$ cat config.mk
export PLATFORM = sky130hd
export DESIGN_NAME = adc_ctrl
export DESIGN_NICKNAME = d
export VERILOG_FILES = /design/src/clk_divider.v /design/src/sample_delay_mem.v /design/src/adc_ctrl.v
export VERILOG_INCLUDE_DIRS = /design/src
export SDC_FILE = /design/constraint.sdc
export NUM_CORES = 1
export LEC_CHECK = 0
export BUFFER_PORTS_ARGS = -buffer_cell sky130_fd_sc_hd__buf_2
export CORE_UTILIZATION = 35
export CTS_CLUSTER_DIAMETER = 120
export DETAILED_ROUTE_END_ITERATION = 8
export PLACE_DENSITY = 0.53
export SYNTH_ARGS = -nofsm -noshare
export SYNTH_HDL_FRONTEND = slang
export SYNTH_HIERARCHICAL = 1
export SYNTH_SLANG_ARGS = --single-unit
$ cat constraint.sdc
create_clock -name mclk -period 4.1 [get_ports mclk]
set_input_delay 0.205 -clock mclk [delete_from_list [all_inputs] [get_ports mclk]]
set_output_delay 0.205 -clock mclk [all_outputs]
set_load 0.005 [all_outputs]
$ cat src/adc_ctrl_regs.vh
// register offsets, field positions, reset values and timing counts of the converter control
`ifndef ADC_CTRL_REGS_VH
`define ADC_CTRL_REGS_VH

// register byte offsets
`define REG_OUT_DISABLE    9'h014
`define REG_CONFIG         9'h018
`define REG_CLK_DIV        9'h01c
`define REG_STATUS         9'h020
`define REG_IRQ_STATUS     9'h024
`define REG_IRQ_MASK       9'h028
`define REG_SYNC_CTRL      9'h100

// control register fields
`define CFG_PORT_MODE      0
`define CFG_FMT_LO         1
`define CFG_FMT_HI         2
`define CFG_STAB_EN        3
`define CFG_CAPCLK_INV     4
`define CFG_POWER_DOWN     5
`define CFG_STANDBY        6
`define SYNC_EN            1
`define SYNC_ONCE          2
`define OUTDIS_CH_A        0
`define OUTDIS_CH_B        1

// status fields
`define ST_STAB_LOCKED     0
`define ST_STAB_REQ        1
`define ST_POWERED_DOWN    2
`define ST_STANDBY         3
`define ST_SYNC_ARMED      4

// interrupt events
`define EV_SYNC            0
`define EV_OVR_A           1
`define EV_OVR_B           2
`define EV_STAB_LOCK       3
`define EV_BITS            4

// reset values
`define CONFIG_RST         7'h00
`define CLK_DIV_RST        3'h0
`define SYNC_CTRL_RST      2'h0
`define OUT_DISABLE_RST    2'h0
`define IRQ_MASK_RST       4'h0

// output coding
`define FMT_OFFSET         2'h0
`define FMT_TWOS           2'h1
`define FMT_GRAY           2'h2
`define CODE_MSB           10'h200
`define CODE_MAX           10'h3ff
`define CODE_MIN           10'h000

// core value in half lsb steps; limits of the overrange flag and, in lsb, of the saturated code
`define HALF_POS_LIMIT     12'sd1023
`define HALF_NEG_LIMIT     -12'sd1025
`define LSB_POS_MAX        12'sd511
`define LSB_NEG_MIN        -12'sd512

// timing
`define MCLK_HZ            40000000
`define STAB_MIN_HZ        20000000
`define STAB_RELOCK_NS     1500
`define STAB_RELOCK_CYC    ((`STAB_RELOCK_NS * (`MCLK_HZ / 1000000) + 999) / 1000)
`define PIPE_LATENCY       12

`endif

$ cat src/clk_divider.v
// integer sample clock divider with synchronous return to its initial count
module clk_divider (
  input  wire       mclk,
  input  wire       rst_n,
  input  wire [2:0] ratio_m1,
  input  wire       resync,
  output reg  [2:0] count,
  output wire       tick
);

  // the first count after a resync is the sampling edge
  assign tick = (count == 3'h0);

  always @(posedge mclk) begin
    if (!rst_n) begin
      count <= 3'h0;
    end else if (resync) begin
      count <= 3'h0;
    end else if (count >= ratio_m1) begin
      count <= 3'h0;
    end else begin
      count <= count + 3'h1;
    end
  end

endmodule // clk_divider

$ cat src/sample_delay_mem.v
// circular store holding raw samples of both channels for the output pipeline
`include "adc_ctrl_regs.vh"

module sample_delay_mem (
  input  wire        mclk,
  input  wire        rst_n,
  input  wire        advance,
  input  wire [23:0] wdata,
  output reg  [23:0] rdata
);

  localparam integer LAST_FULL = `PIPE_LATENCY - 2;
  localparam [3:0]   LAST      = LAST_FULL[3:0];

  reg [23:0] mem [0:`PIPE_LATENCY-2];
  reg [3:0]  ptr;

  // the slot read is the one written PIPE_LATENCY-1 advances ago, read before it is overwritten
  always @(posedge mclk) begin
    if (advance) begin
      mem[ptr] <= wdata;
      rdata    <= mem[ptr];
    end
  end

  always @(posedge mclk) begin
    if (!rst_n) begin
      ptr <= 4'h0;
    end else if (advance) begin
      ptr <= (ptr == LAST) ? 4'h0 : ptr + 4'h1;
    end
  end

endmodule // sample_delay_mem

$ cat src/adc_ctrl.v
// clock divider, duty cycle stabilizer control, power and output control of a dual converter
//
// Local design decisions: the register addresses and the strobed register port.
`include "adc_ctrl_regs.vh"

// Operation
// - divide sample clock by 1 to 8
// - ratio above one forces stabilizer on
// - sync on every pulse or first after write
// - accepted sync restarts divider count
// - stabilizer regenerates falling edge at half period
// - stabilizer inactive below 20 MHz internal rate
// - stabilizer bypassed for 1.5 us after change
// - power down by pin or control bit
// - power down three-states all outputs
// - standby keeps reference, halts conversion
// - straps pick format and stabilizer
// - port selects offset, twos or gray
// - three-state pin high disables data drivers
// - per-channel output disable bit
// - twelve sample clock pipeline latency; here eleven divided periods plus one mclk
// - data valid on data clock rising edge
// - two data clock outputs
// - saturate ten-bit codes, overrange past half lsb
module adc_ctrl (
  input  wire        mclk,
  input  wire        rst_n,
  input  wire [8:0]  addr,
  input  wire [31:0] wdata,
  input  wire        wr_en,
  input  wire        rd_en,
  output reg  [31:0] rdata,
  input  wire        power_down_pin,
  input  wire        output_tristate_pin,
  input  wire        format_select_strap,
  input  wire        stabilizer_strap,
  input  wire        sync_in,
  input  wire [11:0] core_a,
  input  wire [11:0] core_b,
  output reg  [9:0]  data_a,
  output reg         overrange_a,
  output reg         data_a_oe,
  output reg  [9:0]  data_b,
  output reg         overrange_b,
  output reg         data_b_oe,
  output reg  [1:0]  data_capture_clock_out,
  output reg         capture_clock_oe,
  output reg         internal_clk,
  output reg         irq
);

  localparam integer RELOCK_FULL = `STAB_RELOCK_CYC;
  localparam [6:0]   RELOCK_CYC  = RELOCK_FULL[6:0];

  // control registers
  reg  [6:0]            setup;
  reg  [2:0]            clk_div;
  reg  [1:0]            sync_ctrl;
  reg  [1:0]            out_disable;
  reg  [`EV_BITS-1:0]   irq_status;
  reg  [`EV_BITS-1:0]   irq_mask;

  // internal state
  reg                   sync_armed;
  reg  [6:0]            relock_cnt;
  reg                   stab_locked;
  reg                   stab_req_q;
  reg  [2:0]            clk_div_q;
  reg                   tick_q;
  wire [2:0]            div_count;
  wire                  div_tick;
  wire [23:0]           pipe_q;

  // decoded controls
  wire                  port_mode;
  wire [1:0]            fmt_sel;
  wire                  stab_setting;
  wire                  stab_req;
  wire                  stab_functional;
  wire                  relock_start;
  wire                  powered_down;
  wire                  standby;
  wire                  converting;
  wire                  sync_accept;
  wire                  rd_irq;
  wire [10:0]           next_code_a;
  wire [10:0]           next_code_b;
  wire [`EV_BITS-1:0]   events;
  wire [`EV_BITS-1:0]   next_irq_status;
  reg  [31:0]           next_rdata;
  reg  [2:0]            half_cnt;

  // converts a core value in half lsb steps into coded output plus overrange
  function [10:0] code_out;
    input signed [11:0] h;
    input        [1:0]  f;
    reg   signed [12:0] r;
    reg          [9:0]  ob;
    reg                 ovr;
    begin
      r   = ($signed({h[11], h}) + 13'sd1) >>> 1;
      ovr = (h > `HALF_POS_LIMIT) || (h < `HALF_NEG_LIMIT);
      if (r > `LSB_POS_MAX) begin
        ob = `CODE_MAX;
      end else if (r < `LSB_NEG_MIN) begin
        ob = `CODE_MIN;
      end else begin
        ob = r[9:0] ^ `CODE_MSB;
      end
      case (f)
        `FMT_TWOS: code_out = {ovr, ob ^ `CODE_MSB};
        `FMT_GRAY: code_out = {ovr, ob ^ (ob >> 1)};
        default:   code_out = {ovr, ob};
      endcase
    end
  endfunction

  // straps rule until software claims the port; formats above gray fall back to offset
  assign port_mode       = setup[`CFG_PORT_MODE];
  assign fmt_sel         = port_mode ? setup[`CFG_FMT_HI:`CFG_FMT_LO] :
                           {1'b0, format_select_strap};
  assign stab_setting    = port_mode ? setup[`CFG_STAB_EN] : stabilizer_strap;
  assign stab_req        = stab_setting || (clk_div != 3'h0);
  // internal rate is mclk over the ratio; the loop cannot follow below the floor
  assign stab_functional = ((`MCLK_HZ / `STAB_MIN_HZ) >= ({29'h0, clk_div} + 32'h1));
  assign relock_start    = (clk_div != clk_div_q) || (stab_req && !stab_req_q) ||
                           !stab_req || !stab_functional;
  assign powered_down    = power_down_pin || (port_mode && setup[`CFG_POWER_DOWN]);
  assign standby         = port_mode && setup[`CFG_STANDBY] && !powered_down;
  assign converting     = !powered_down && !standby;
  assign sync_accept    = sync_in && sync_ctrl[0] && (!sync_ctrl[1] || sync_armed);

  clk_divider u_div (
    .mclk     (mclk),
    .rst_n    (rst_n),
    .ratio_m1 (clk_div),
    .resync   (sync_accept),
    .count    (div_count),
    .tick     (div_tick)
  );

  // raw core values are stored; coding happens on the way out so format writes act at once
  sample_delay_mem u_pipe (
    .mclk    (mclk),
    .rst_n   (rst_n),
    .advance (div_tick && converting),
    .wdata   ({core_b, core_a}),
    .rdata   (pipe_q)
  );

  assign next_code_a = code_out(pipe_q[11:0], fmt_sel);
  assign next_code_b = code_out(pipe_q[23:12], fmt_sel);

  // register writes
  always @(posedge mclk) begin
    if (!rst_n) begin
      setup       <= `CONFIG_RST;
      clk_div     <= `CLK_DIV_RST;
      sync_ctrl   <= `SYNC_CTRL_RST;
      out_disable <= `OUT_DISABLE_RST;
      irq_mask    <= `IRQ_MASK_RST;
    end else if (wr_en) begin
      case (addr)
        `REG_CONFIG:      setup       <= wdata[6:0];
        `REG_CLK_DIV:     clk_div     <= wdata[2:0];
        `REG_SYNC_CTRL:   sync_ctrl   <= {wdata[`SYNC_ONCE], wdata[`SYNC_EN]};
        `REG_OUT_DISABLE: out_disable <= wdata[1:0];
        `REG_IRQ_MASK:    irq_mask    <= wdata[`EV_BITS-1:0];
        default: ;
      endcase
    end
  end

  // a write to the sync register arms the one-shot; the accepted pulse disarms it
  always @(posedge mclk) begin
    if (!rst_n) begin
      sync_armed <= 1'b0;
    end else if (wr_en && (addr == `REG_SYNC_CTRL)) begin
      sync_armed <= 1'b1;
    end else if (sync_accept) begin
      sync_armed <= 1'b0;
    end
  end

  // any ratio change or new stabilizer request drops lock and restarts the wait
  always @(posedge mclk) begin
    if (!rst_n) begin
      clk_div_q   <= `CLK_DIV_RST;
      stab_req_q  <= 1'b0;
      relock_cnt  <= RELOCK_CYC;
      stab_locked <= 1'b0;
    end else begin
      clk_div_q  <= clk_div;
      stab_req_q <= stab_req;
      if (relock_start) begin
        relock_cnt  <= RELOCK_CYC;
        stab_locked <= 1'b0;
      end else if (relock_cnt != 7'h0) begin
        relock_cnt  <= relock_cnt - 7'h1;
        stab_locked <= 1'b0;
      end else begin
        stab_locked <= 1'b1;
      end
    end
  end

  // locked: high for the first half of the divided period; bypassed: raw one-cycle pulse
  always @* begin
    half_cnt = {1'b0, clk_div[2:1]} + 3'h1;
  end

  // lock gained: the wait has run out and nothing restarts it in this cycle
  assign events = {!relock_start && (relock_cnt == 7'h0) && !stab_locked,
                   tick_q && converting && next_code_b[10],
                   tick_q && converting && next_code_a[10],
                   sync_accept};

  assign rd_irq          = rd_en && (addr == `REG_IRQ_STATUS);
  // a new event wins over the clear by the read in the same cycle
  assign next_irq_status = (rd_irq ? {`EV_BITS{1'b0}} : irq_status) | events;

  always @(posedge mclk) begin
    if (!rst_n) begin
      irq_status <= {`EV_BITS{1'b0}};
      irq        <= 1'b0;
    end else begin
      irq_status <= next_irq_status;
      irq        <= |(next_irq_status & irq_mask);
    end
  end

  // outputs launch one mclk after the divided rising edge, one stage after the store
  always @(posedge mclk) begin
    if (!rst_n) begin
      tick_q                 <= 1'b0;
      data_a                 <= `CODE_MIN;
      data_b                 <= `CODE_MIN;
      overrange_a            <= 1'b0;
      overrange_b            <= 1'b0;
      data_a_oe              <= 1'b0;
      data_b_oe              <= 1'b0;
      capture_clock_oe       <= 1'b0;
      internal_clk           <= 1'b0;
      data_capture_clock_out <= 2'b00;
    end else begin
      tick_q <= div_tick && converting;
      if (tick_q && converting) begin
        data_a      <= next_code_a[9:0];
        overrange_a <= next_code_a[10];
        data_b      <= next_code_b[9:0];
        overrange_b <= next_code_b[10];
      end
      // three-state control is slow by nature; not for sharing a bus between samples
      data_a_oe <= !powered_down && !output_tristate_pin &&
                   !(port_mode && out_disable[`OUTDIS_CH_A]);
      data_b_oe <= !powered_down && !output_tristate_pin &&
                   !(port_mode && out_disable[`OUTDIS_CH_B]);
      capture_clock_oe <= !powered_down;
      if (stab_locked) begin
        internal_clk <= (div_count < half_cnt);
      end else begin
        internal_clk <= div_tick;
      end
      // data change one cycle after the tick, so the data clock rises half_cnt-1 cycles after the data, inverted on request
      data_capture_clock_out <= {2{(div_count >= half_cnt) ^ setup[`CFG_CAPCLK_INV]}};
    end
  end

  // register reads, answered one cycle later
  always @* begin
    next_rdata = 32'h0;
    case (addr)
      `REG_CONFIG:      next_rdata = {25'h0, setup};
      `REG_CLK_DIV:     next_rdata = {29'h0, clk_div};
      `REG_SYNC_CTRL:   next_rdata = {29'h0, sync_ctrl, 1'b0};
      `REG_OUT_DISABLE: next_rdata = {30'h0, out_disable};
      `REG_STATUS:      next_rdata = {27'h0, sync_armed, standby, powered_down,
                                      stab_req, stab_locked};
      `REG_IRQ_STATUS:  next_rdata = {{(32-`EV_BITS){1'b0}}, irq_status};
      `REG_IRQ_MASK:    next_rdata = {{(32-`EV_BITS){1'b0}}, irq_mask};
      default:          next_rdata = 32'h0;
    endcase
  end

  always @(posedge mclk) begin
    if (!rst_n) begin
      rdata <= 32'h0;
    end else if (rd_en) begin
      rdata <= next_rdata;
    end else begin
      rdata <= 32'h0;
    end
  end

endmodule // adc_ctrl

==> impl_metrics.ini, run 1 <==
[grt]
grt_usage = 0.159
grt_max_degree = 57
grt_pass1_vias = 9530
antenna_found_initial = 2
grt-ovfl-total = 0
grt_pass1_wl_um = 56600

[yosys]
synth_warnings = 6
syn_avg_cell_area_um2 = 13.0
synthMuxAreaShare = 0.0845
synthXorXnorAreaFrac = 0.0204
synth_cell_types = 80
synth_flop_cell = edfxtp_1
syn_area_um2 = 15900
synth-seq-area-share = 0.642
synth_compound_area_frac = 0.105
synth_seq_cells = 366
synthArstFlopShare = 0
yosys.area_share.simple = 0.0937
synth_edf_count = 288
postSynthCellCount = 1223
synth_fa_ha_area_frac = 0.0134
synth_top_family_by_area = compound AO/OA/AOI/OAI gates

[sta]
finalMaxSlewViolations = 0
worstMarginPinSlew_ns = 0.992
final-hold-violation-count = 0
relSlewSlack = 0.338
period_needed_ns = 2.73
finalSetupViolations = 0
rsz0062_at_grt = no
fin_hold_ws_ns = 0.0636
setup_slack_ns = 1.37
period_share = 0.666
fmax_ghz = 0.366
clock_skew_ns = 0.0126
fin_tns_setup_ns = 0

[clock_tree]
htree_levels = 2
root_buffer = clkbuf_16
path_clk_slew_ns = 0.06
insertion_delay_ns = 0.57
cts_tree = built
cts_sinks = 366
ctsLongestPathBuffers = 3
numCtsBuffers = 41

[route]
drt-wirelength-per-cell_um = 18.7
drcViolationCount = 0
vias_per_cell = 5.07
drt_iter0_drc = 610
wl_um = 36900
firstDrtPassIters = 5
num_vias = 9985
antenna_left = 0

[worst_hold_path]
hold_path_class = in -> reg
min-delay-start = power_down_pin

[critical_path]
crit_arrival_ns = 2.99
crit_required_ns = 4.36
crit_path_start_kind = flip-flop
critPathMaxStageDelay_ns = 0.68
cp_cell_sequence = o21a_1 -> nor2_1 -> and2_1 -> buf_4 -> nand2b_1 -> nor4_4 -> buf_12
startpoint = setup[0]
worstReg2RegStart = setup[0]
critPathKind = reg -> reg
worst_setup_path_end_kind = flip-flop
slowest_stage = nor4_4
crit_fanout = 16

[placement]
routabilityCongestion = 0.827
post-place-ws_ns = 1.34
hpwlAfterDp_um = 23100
portBuffers = 84
dpl.cell_count = 1858

[power_and_ir_drop]
ir_drop_mv = 0.314
p_per_area_nw_per_um2 = 438
p_leak_nw = 6.21

[layout]
finalNonFillerCells = 1970
nNetsFinal = 1435
drive_above_1_share = 0.177
fill_cells = 4180
fin_util = 0.416
syn2layout_area_growth_pct = 16.6

[floorplanning]
die-area_um2 = 46300
die_y_um = 215
die_w_um = 215
placementRows = 77
io_pins = 135
initial_core_util = 0.357
core_um2 = 44500

[run_status]
status = finished, final reports clean

[run]
max_cap_violations = 0
-- cell usage in the layout, fill, tap and decap left out, types with 26 or more instances in the layout --
cell type,n
edfxtp_1,288
mux2i_1,78
nor2_1,35
nand3_1,35
dfxtp_1,75
buf_2,84
nand2_1,117
o21ai_1,29
mux2_2,39
clkbuf_16,41
buf_4,26
inv_1,27
dlygate4sd3_1,35
o21ai_0,59
a21oi_1,46
-- path summary, 6_finish.rpt --
path	endpoint	slack [ns]	depth (start not counted)
min	data_a_oe	0.06	4
min reg2reg	data_a[9]	0.46	2
max reg2reg	u_pipe/mem[0][11]	1.37	7
max	u_pipe/mem[0][11]	1.37	7
-- per-stage QoR --
step           instance area, µm²  total power, mW
3_5_place_dp                16900             4.78
2_1_floorplan               16000             4.59
6_report                    18500             8.11
5_1_grt                     18500             8.43
4_1_cts                     18500             8.23
3_3_place_gp                16900             4.77
-- layer usage --
layer / vias up / wire length [µm] / track usage
met5: - / 0 / 0
met4: 0 / 798 / 0.0487
met3: 49 / 1960 / 0.0350
met2: 254 / 16400 / 0.244
met1: 4869 / 17700 / 0.224
li1: 4813 / - / -
-- cell families (layout without fill, tap and decap cells) --
logic type,count (synthesis),after routing
fa+ha+maj,17,17
xor+xnor,37,37
flops,366,366
other cells,1,27
buf+inv,120,249
mux,128,128
simple gates,297,297
compound gates,257,257
-- flip-flops by register name, summed over array words and instances (netlist names), 3 cells and up --
signal,count
data_b,10
u_div/count,3
irq_mask,4
u_pipe/ptr,4
setup,7
u_pipe/rdata,24
clk_div,3
relock_cnt,7
rdata,7
irq_status,4
data_a,10
clk_div_q,3
u_pipe/mem,264
-- power breakdown --
part | internal, mW | switching, mW
clock network | 1.93 | 1.45
registers | 4.09 | 0.0768
logic | 0.233 | 0.334
-- what timing repair did --
item | 4_1_cts | 5_1_grt
gates resized for setup | 0 | 0
hold endpoints to repair | 288 | 0
hold buffers | 35 | 0
buffers inserted | 0 | 0
-- cell usage after synthesis (all sizes together) (24+ instances only) --
cell | count | area (µm²)
edfxtp | 288 | 8650
o21ai | 88 | 440
dfxtp | 78 | 1560
buf | 50 | 375
a21oi | 47 | 239
mux2 | 50 | 563
clkbuf | 43 | 161
a221o | 24 | 240
nor2 | 40 | 150
mux2i | 78 | 781
inv | 27 | 101
nand3 | 36 | 185
o22ai | 25 | 156
nand2 | 118 | 445
-- critical path, delay by kind of cell (launching register included) --
family / cells / cell delay, ns
simple gates: 4 / 1.25
buf+inv: 2 / 0.55
flops: 1 / 0.44
compound gates: 1 / 0.17
-- final cells by class --
cell class / instances / area (µm²) / area share
sequential: 366 / 10200 / 0.551
multi-input combinational: 761 / 5220 / 0.282
clock buffer: 60 / 1130 / 0.0611
timing repair buffer: 147 / 1010 / 0.0543
tap: 592 / 741 / 0.0400
clock inverter: 15 / 109 / 0.00587
inverter: 27 / 101 / 0.00547
antenna: 2 / 5.00 / 0.000270
No activity file was read; power rests on OpenSTA's default activity.
==> run 2: changes to the inputs <==
Settings changed: ABC_AREA set to 1, PLACE_DENSITY 0.53 to 0.51.
Clock period 4.1 ns to 2.8 ns, I/O delays scaled along.
==> impl_metrics.ini, run 2 <==
[run_status]
status = finished, final reports clean

[floorplanning]
initial_core_util = 0.356
die_y_um = 217
die-area_um2 = 47200
io_pins = 135
core_um2 = 45600
placementRows = 78
die_w_um = 217

[yosys]
synth_flop_cell = edfxtp_1
synth.largest_area_cell = edfxtp_1
syn_avg_cell_area_um2 = 9.46
synthTopCellsByCount = nand2_1, edfxtp_1, nand3_1, inv_1, nor2_1
synth_seq_cells = 366
synth_cell_types = 43
synthTopCellsByArea = edfxtp_1, nand2_1, dfxtp_1
synth_warnings = 6
syn_area_um2 = 16200
postSynthCellCount = 1716
yosysTopAreaCellShare = 0.533
synth-seq-area-share = 0.629
synth_edf_count = 288
yosys.cell_count.top_type = nand2_1
synthArstFlopShare = 0

[layout]
largest_reg_flops = 264
reg.largest.list = u_pipe/mem x264, u_pipe/rdata x24
finalNonFillerCells = 2494
fill_cells = 4428
drive_above_1_share = 0.121
fin_util = 0.419
final_cell_mix = nand2_1, edfxtp_1, nand3_1
regMostFlops = u_pipe/mem
nNetsFinal = 1949
final_common_cell = nand2_1
syn2layout_area_growth_pct = 17.7

[grt]
grt_pass1_wl_um = 62000
antenna_found_initial = 5
grt_usage = 0.169
grt_pass1_vias = 11300
grt_max_degree = 53
grt-ovfl-total = 0

[placement]
dpl.cell_count = 2374
hpwlAfterDp_um = 23900
routabilityCongestion = 0.876
post-place-ws_ns = 0.494
portBuffers = 84

[sta]
finalSetupViolations = 0
fmax_ghz = 0.433
clock_skew_ns = 0.0161
rsz0062_at_grt = no
setup_slack_ns = 0.488
worstMarginPinSlew_ns = 0.900
period_share = 0.826
finalMaxSlewViolations = 0
relSlewSlack = 0.399
fin_tns_setup_ns = 0
period_needed_ns = 2.31
final-hold-violation-count = 0

[clock_tree]
ctsLongestPathBuffers = 3
numCtsBuffers = 43
path_clk_slew_ns = 0.06
ctsHoldBuffers = 39
cts_tree = built
cts_setup_buffers = 0
cts_sinks = 366
post_cts_resized = 0
htree_levels = 2
root_buffer = clkbuf_16
insertion_delay_ns = 0.56

[power_and_ir_drop]
p_per_area_nw_per_um2 = 652
p_leak_nw = 7.79
power_mw = 12.5
ir_drop_mv = 0.527

[route]
antenna_left = 0
vias_per_cell = 4.70
drcViolationCount = 0
wl_um = 39200
num_vias = 11700
firstDrtPassIters = 5
drt-wirelength-per-cell_um = 15.7
drt_iter0_drc = 707

[worst_hold_path]
hold_path_class = in -> reg

[critical_path]
crit_required_ns = 2.99
worst_setup_path_end_kind = flip-flop
critPathKind = reg -> reg
crit_path_start_kind = flip-flop
crit_fanout = 24
crit_arrival_ns = 2.50

[run]
max_cap_violations = 0
-- run 2: changes by cell type in the layout (fill, tap and decap cells not counted), moves of 12 or more --
cell and delta:
nand2b_1 -12, mux2_2 -39, mux2i_1 -78, o22ai_1 -17, a31oi_1 -12, a221o_1 -24, and2_1 -12, a22oi_1 -13
nand2_1 +595, xnor2_1 -16, o21ai_0 -12, nand3_1 +74, inv_1 +77, nor2_1 +49
-- run 2: power breakdown --
part	internal [mW]	total, mW	switching, mW
combinational	0.348	1.12	0.773
clock	3.08	5.26	2.18
sequential	6.00	6.07	0.0691
-- run 2: critical path, stage by stage (launching register included) --
cell     delay (ns)
dfxtp_1        0.33
inv_1          0.08
ha_1           0.14
inv_1          0.04
nor2_1         0.14
inv_1          0.11
nor2_4         0.26
nand3_1        0.27
nor2_2         0.13
buf_4          0.41
-- run 2: cells by family (layout without fill, tap and decap cells) --
family,after synthesis,count (layout),synth area share
compound gates,144,144,0.0483
xor+xnor,18,18,0.00971
fa+ha+maj,17,17,0.0131
buf+inv,200,353,0.0567
flops,366,366,0.629
other cells,1,26,0.000231
simple gates,970,970,0.243
-- run 2: layer usage --
| layer | up-vias | global-route usage | wire [µm] |
|---|---|---|---|
| li1 | 5914 | - | - |
| met4 | 4 | 0.0601 | 1080 |
| met1 | 5475 | 0.233 | 18500 |
| met2 | 257 | 0.267 | 17700 |
| met3 | 76 | 0.0307 | 1940 |
| met5 | - | 0 | 36 |
-- run 2: layout make-up --
type	instances	area, µm²	area share
flip-flops and latches	366	10200	0.535
multi-input cells	1174	5240	0.274
clock buffers	64	1200	0.0630
repair buffers	163	1160	0.0608
well taps	600	751	0.0393
inverters	110	413	0.0216
clock inverters	16	125	0.00655
diodes	1	2.50	0.000131
-- run 2: final timing paths --
path                  startpoint                to  cells after the start  slack [ns]
setup / recovery  u_div/count[0]  u_pipe/mem[1][8]                      9        0.49
hold / removal           addr[3]        clk_div[1]                      3        0.04
setup reg to reg  u_div/count[0]  u_pipe/mem[1][8]                      9        0.49
hold reg to reg   out_disable[0]         data_a_oe                      1        0.45
-- run 2: per-stage QoR --
step / cell area (µm²) / hold slack (ns)
CTS: 19100 / 0.00732
global placement: 17400 / 0.331
global route: 19100 / 0.0316
detailed placement: 17400 / 0.336
floorplan: 16400 / 0.218
finish: 19100 / 0.0409
==> run 3: changes to the inputs <==
Settings changed: ABC_AREA 1 to 0, PLACE_DENSITY 0.51 to 0.53.
Clock period 2.8 ns to 2.1 ns, I/O delays scaled along.
==> impl_metrics.ini, run 3 (synthesis results as in run 1) <==
[route]
antenna_left = 0
firstDrtPassIters = 5
drt-wirelength-per-cell_um = 18.4
drt_iter0_drc = 591
wl_um = 37900
drcViolationCount = 0
vias_per_cell = 5.02
num_vias = 10300

[power_and_ir_drop]
power_mw = 16.4
p_per_area_nw_per_um2 = 831
p_leak_nw = 6.76
ir_drop_mv = 0.738

[sta]
period_needed_ns = 2.10
worstMarginPinSlew_ns = 0.614
rsz0062_at_grt = yes
relSlewSlack = 0.586
setup_slack_ns = -0.00185
period_share = 1.00
final-hold-violation-count = 0
clock_skew_ns = 0.0234
fmax_ghz = 0.476
fin_tns_setup_ns = -0.00185
finalSetupViolations = 1
finalMaxSlewViolations = 0

[clock_tree]
root_buffer = clkbuf_16
insertion_delay_ns = 0.56
htree_levels = 2
ctsLongestPathBuffers = 3
cts_tree = built
numCtsBuffers = 42
path_clk_slew_ns = 0.06
cts_sinks = 366

[run_status]
violations = setup timing
status = complete, but fails checks

[floorplanning]
die_w_um = 215
io_pins = 135
die_y_um = 215
die-area_um2 = 46300
placementRows = 77
core_um2 = 44500
initial_core_util = 0.357

[grt]
antenna_found_initial = 0
grt-ovfl-total = 0
grt_max_degree = 34
grt_usage = 0.162
grt_pass1_wl_um = 58000
grt_pass1_vias = 10000

[critical_path]
worst_setup_path_end_kind = flip-flop
crit_arrival_ns = 2.58
regToRegSetupSlack_ns = -0.002
crit_required_ns = 2.58
crit_fanout = 4
crit_path_start_kind = flip-flop
critPathKind = reg -> reg

[placement]
hpwlAfterDp_um = 24500
routabilityCongestion = 0.870
portBuffers = 84

[layout]
fill_cells = 4133
syn2layout_area_growth_pct = 24.0
final_common_cell = edfxtp_1
drive_above_1_share = 0.244
nNetsFinal = 1527
reg.largest.list = u_pipe/mem x264, u_pipe/rdata x24
final_cell_mix = edfxtp_1, nand2_1, buf_4
regMostFlops = u_pipe/mem
largest_reg_flops = 264
antennaDiodeCount = 0

[run]
max_cap_violations = 0

[worst_hold_path]
hold_path_class = in -> reg
==> run 3: worst paths after layout <==
path,from,endpoint,depth (start not counted)
hold / removal,addr[8],rdata[1],4
hold reg to reg,data_b[9],data_b[9],2
setup / recovery,u_pipe/rdata[13],data_b[6],7
setup reg to reg,u_pipe/rdata[13],data_b[6],7
==> run 3: worst max-delay path, cell delays in order, from the launching register on <==
cell      delay [ns]
edfxtp_1        0.35
ha_2            0.19
a21bo_2         0.22
or4_4           0.48
a31oi_4         0.19
nand2_2         0.10
or3b_1          0.36
a31oi_1         0.16
==> run 3: layout make-up <==
cell class	count	area, µm²	share of cell area
clock buffer	48	1070	0.0545
clock inverter	28	234	0.0119
inverter	27	101	0.00514
multi-input combinational	761	5400	0.274
sequential	366	10200	0.519
tap	592	741	0.0376
timing repair buffer	238	1930	0.0980
==> run 3: what timing repair did <==
| item | in CTS | in global routing |
|---|---|---|
| endpoints found under the hold margin | 303 | 0 |
| hold buffers | 43 | 0 |
| buffers inserted | 0 | 7 |
| endpoints found under the setup margin | 1 | 85 |
| pin swaps | 0 | 13 |
| gates cloned | 0 | 1 |
| gates resized for setup | 1 | 29 |
==> run 3: per-layer routing <==
layer / wire, µm / track usage / up-vias
met5: 0 / 0 / -
met4: 702 / 0.0435 / 0
met3: 1850 / 0.0347 / 58
met2: 18400 / 0.271 / 230
met1: 17000 / 0.211 / 5052
li1: - / - / 4996
==> run 3: power breakdown <==
part | internal (mW) | leakage, nW | switching [mW] | total, mW
Sequential | 7.97 | 3.26 | 0.0702 | 8.04
Combinational | 0.588 | 2.87 | 0.781 | 1.37
Clock | 4.05 | 0.626 | 2.91 | 6.96
Total | 12.6 | 6.76 | 3.76 | 16.4
==> run 3: stage by stage <==
step           worst slack (ns)   util  hold slack [ns]  std cells  instance area [µm²]
2_1_floorplan            -0.359      -            0.183       1247                16100
3_3_place_gp             0.0282  0.399            0.296       1934                17800
3_5_place_dp             0.0101  0.399            0.298       1934                17800
4_1_cts                 0.00458  0.438           0.0607       2053                19500
5_1_grt                 -0.0602  0.443           0.0939       2060                19700
6_report               -0.00185  0.443           0.0984       2060                19700
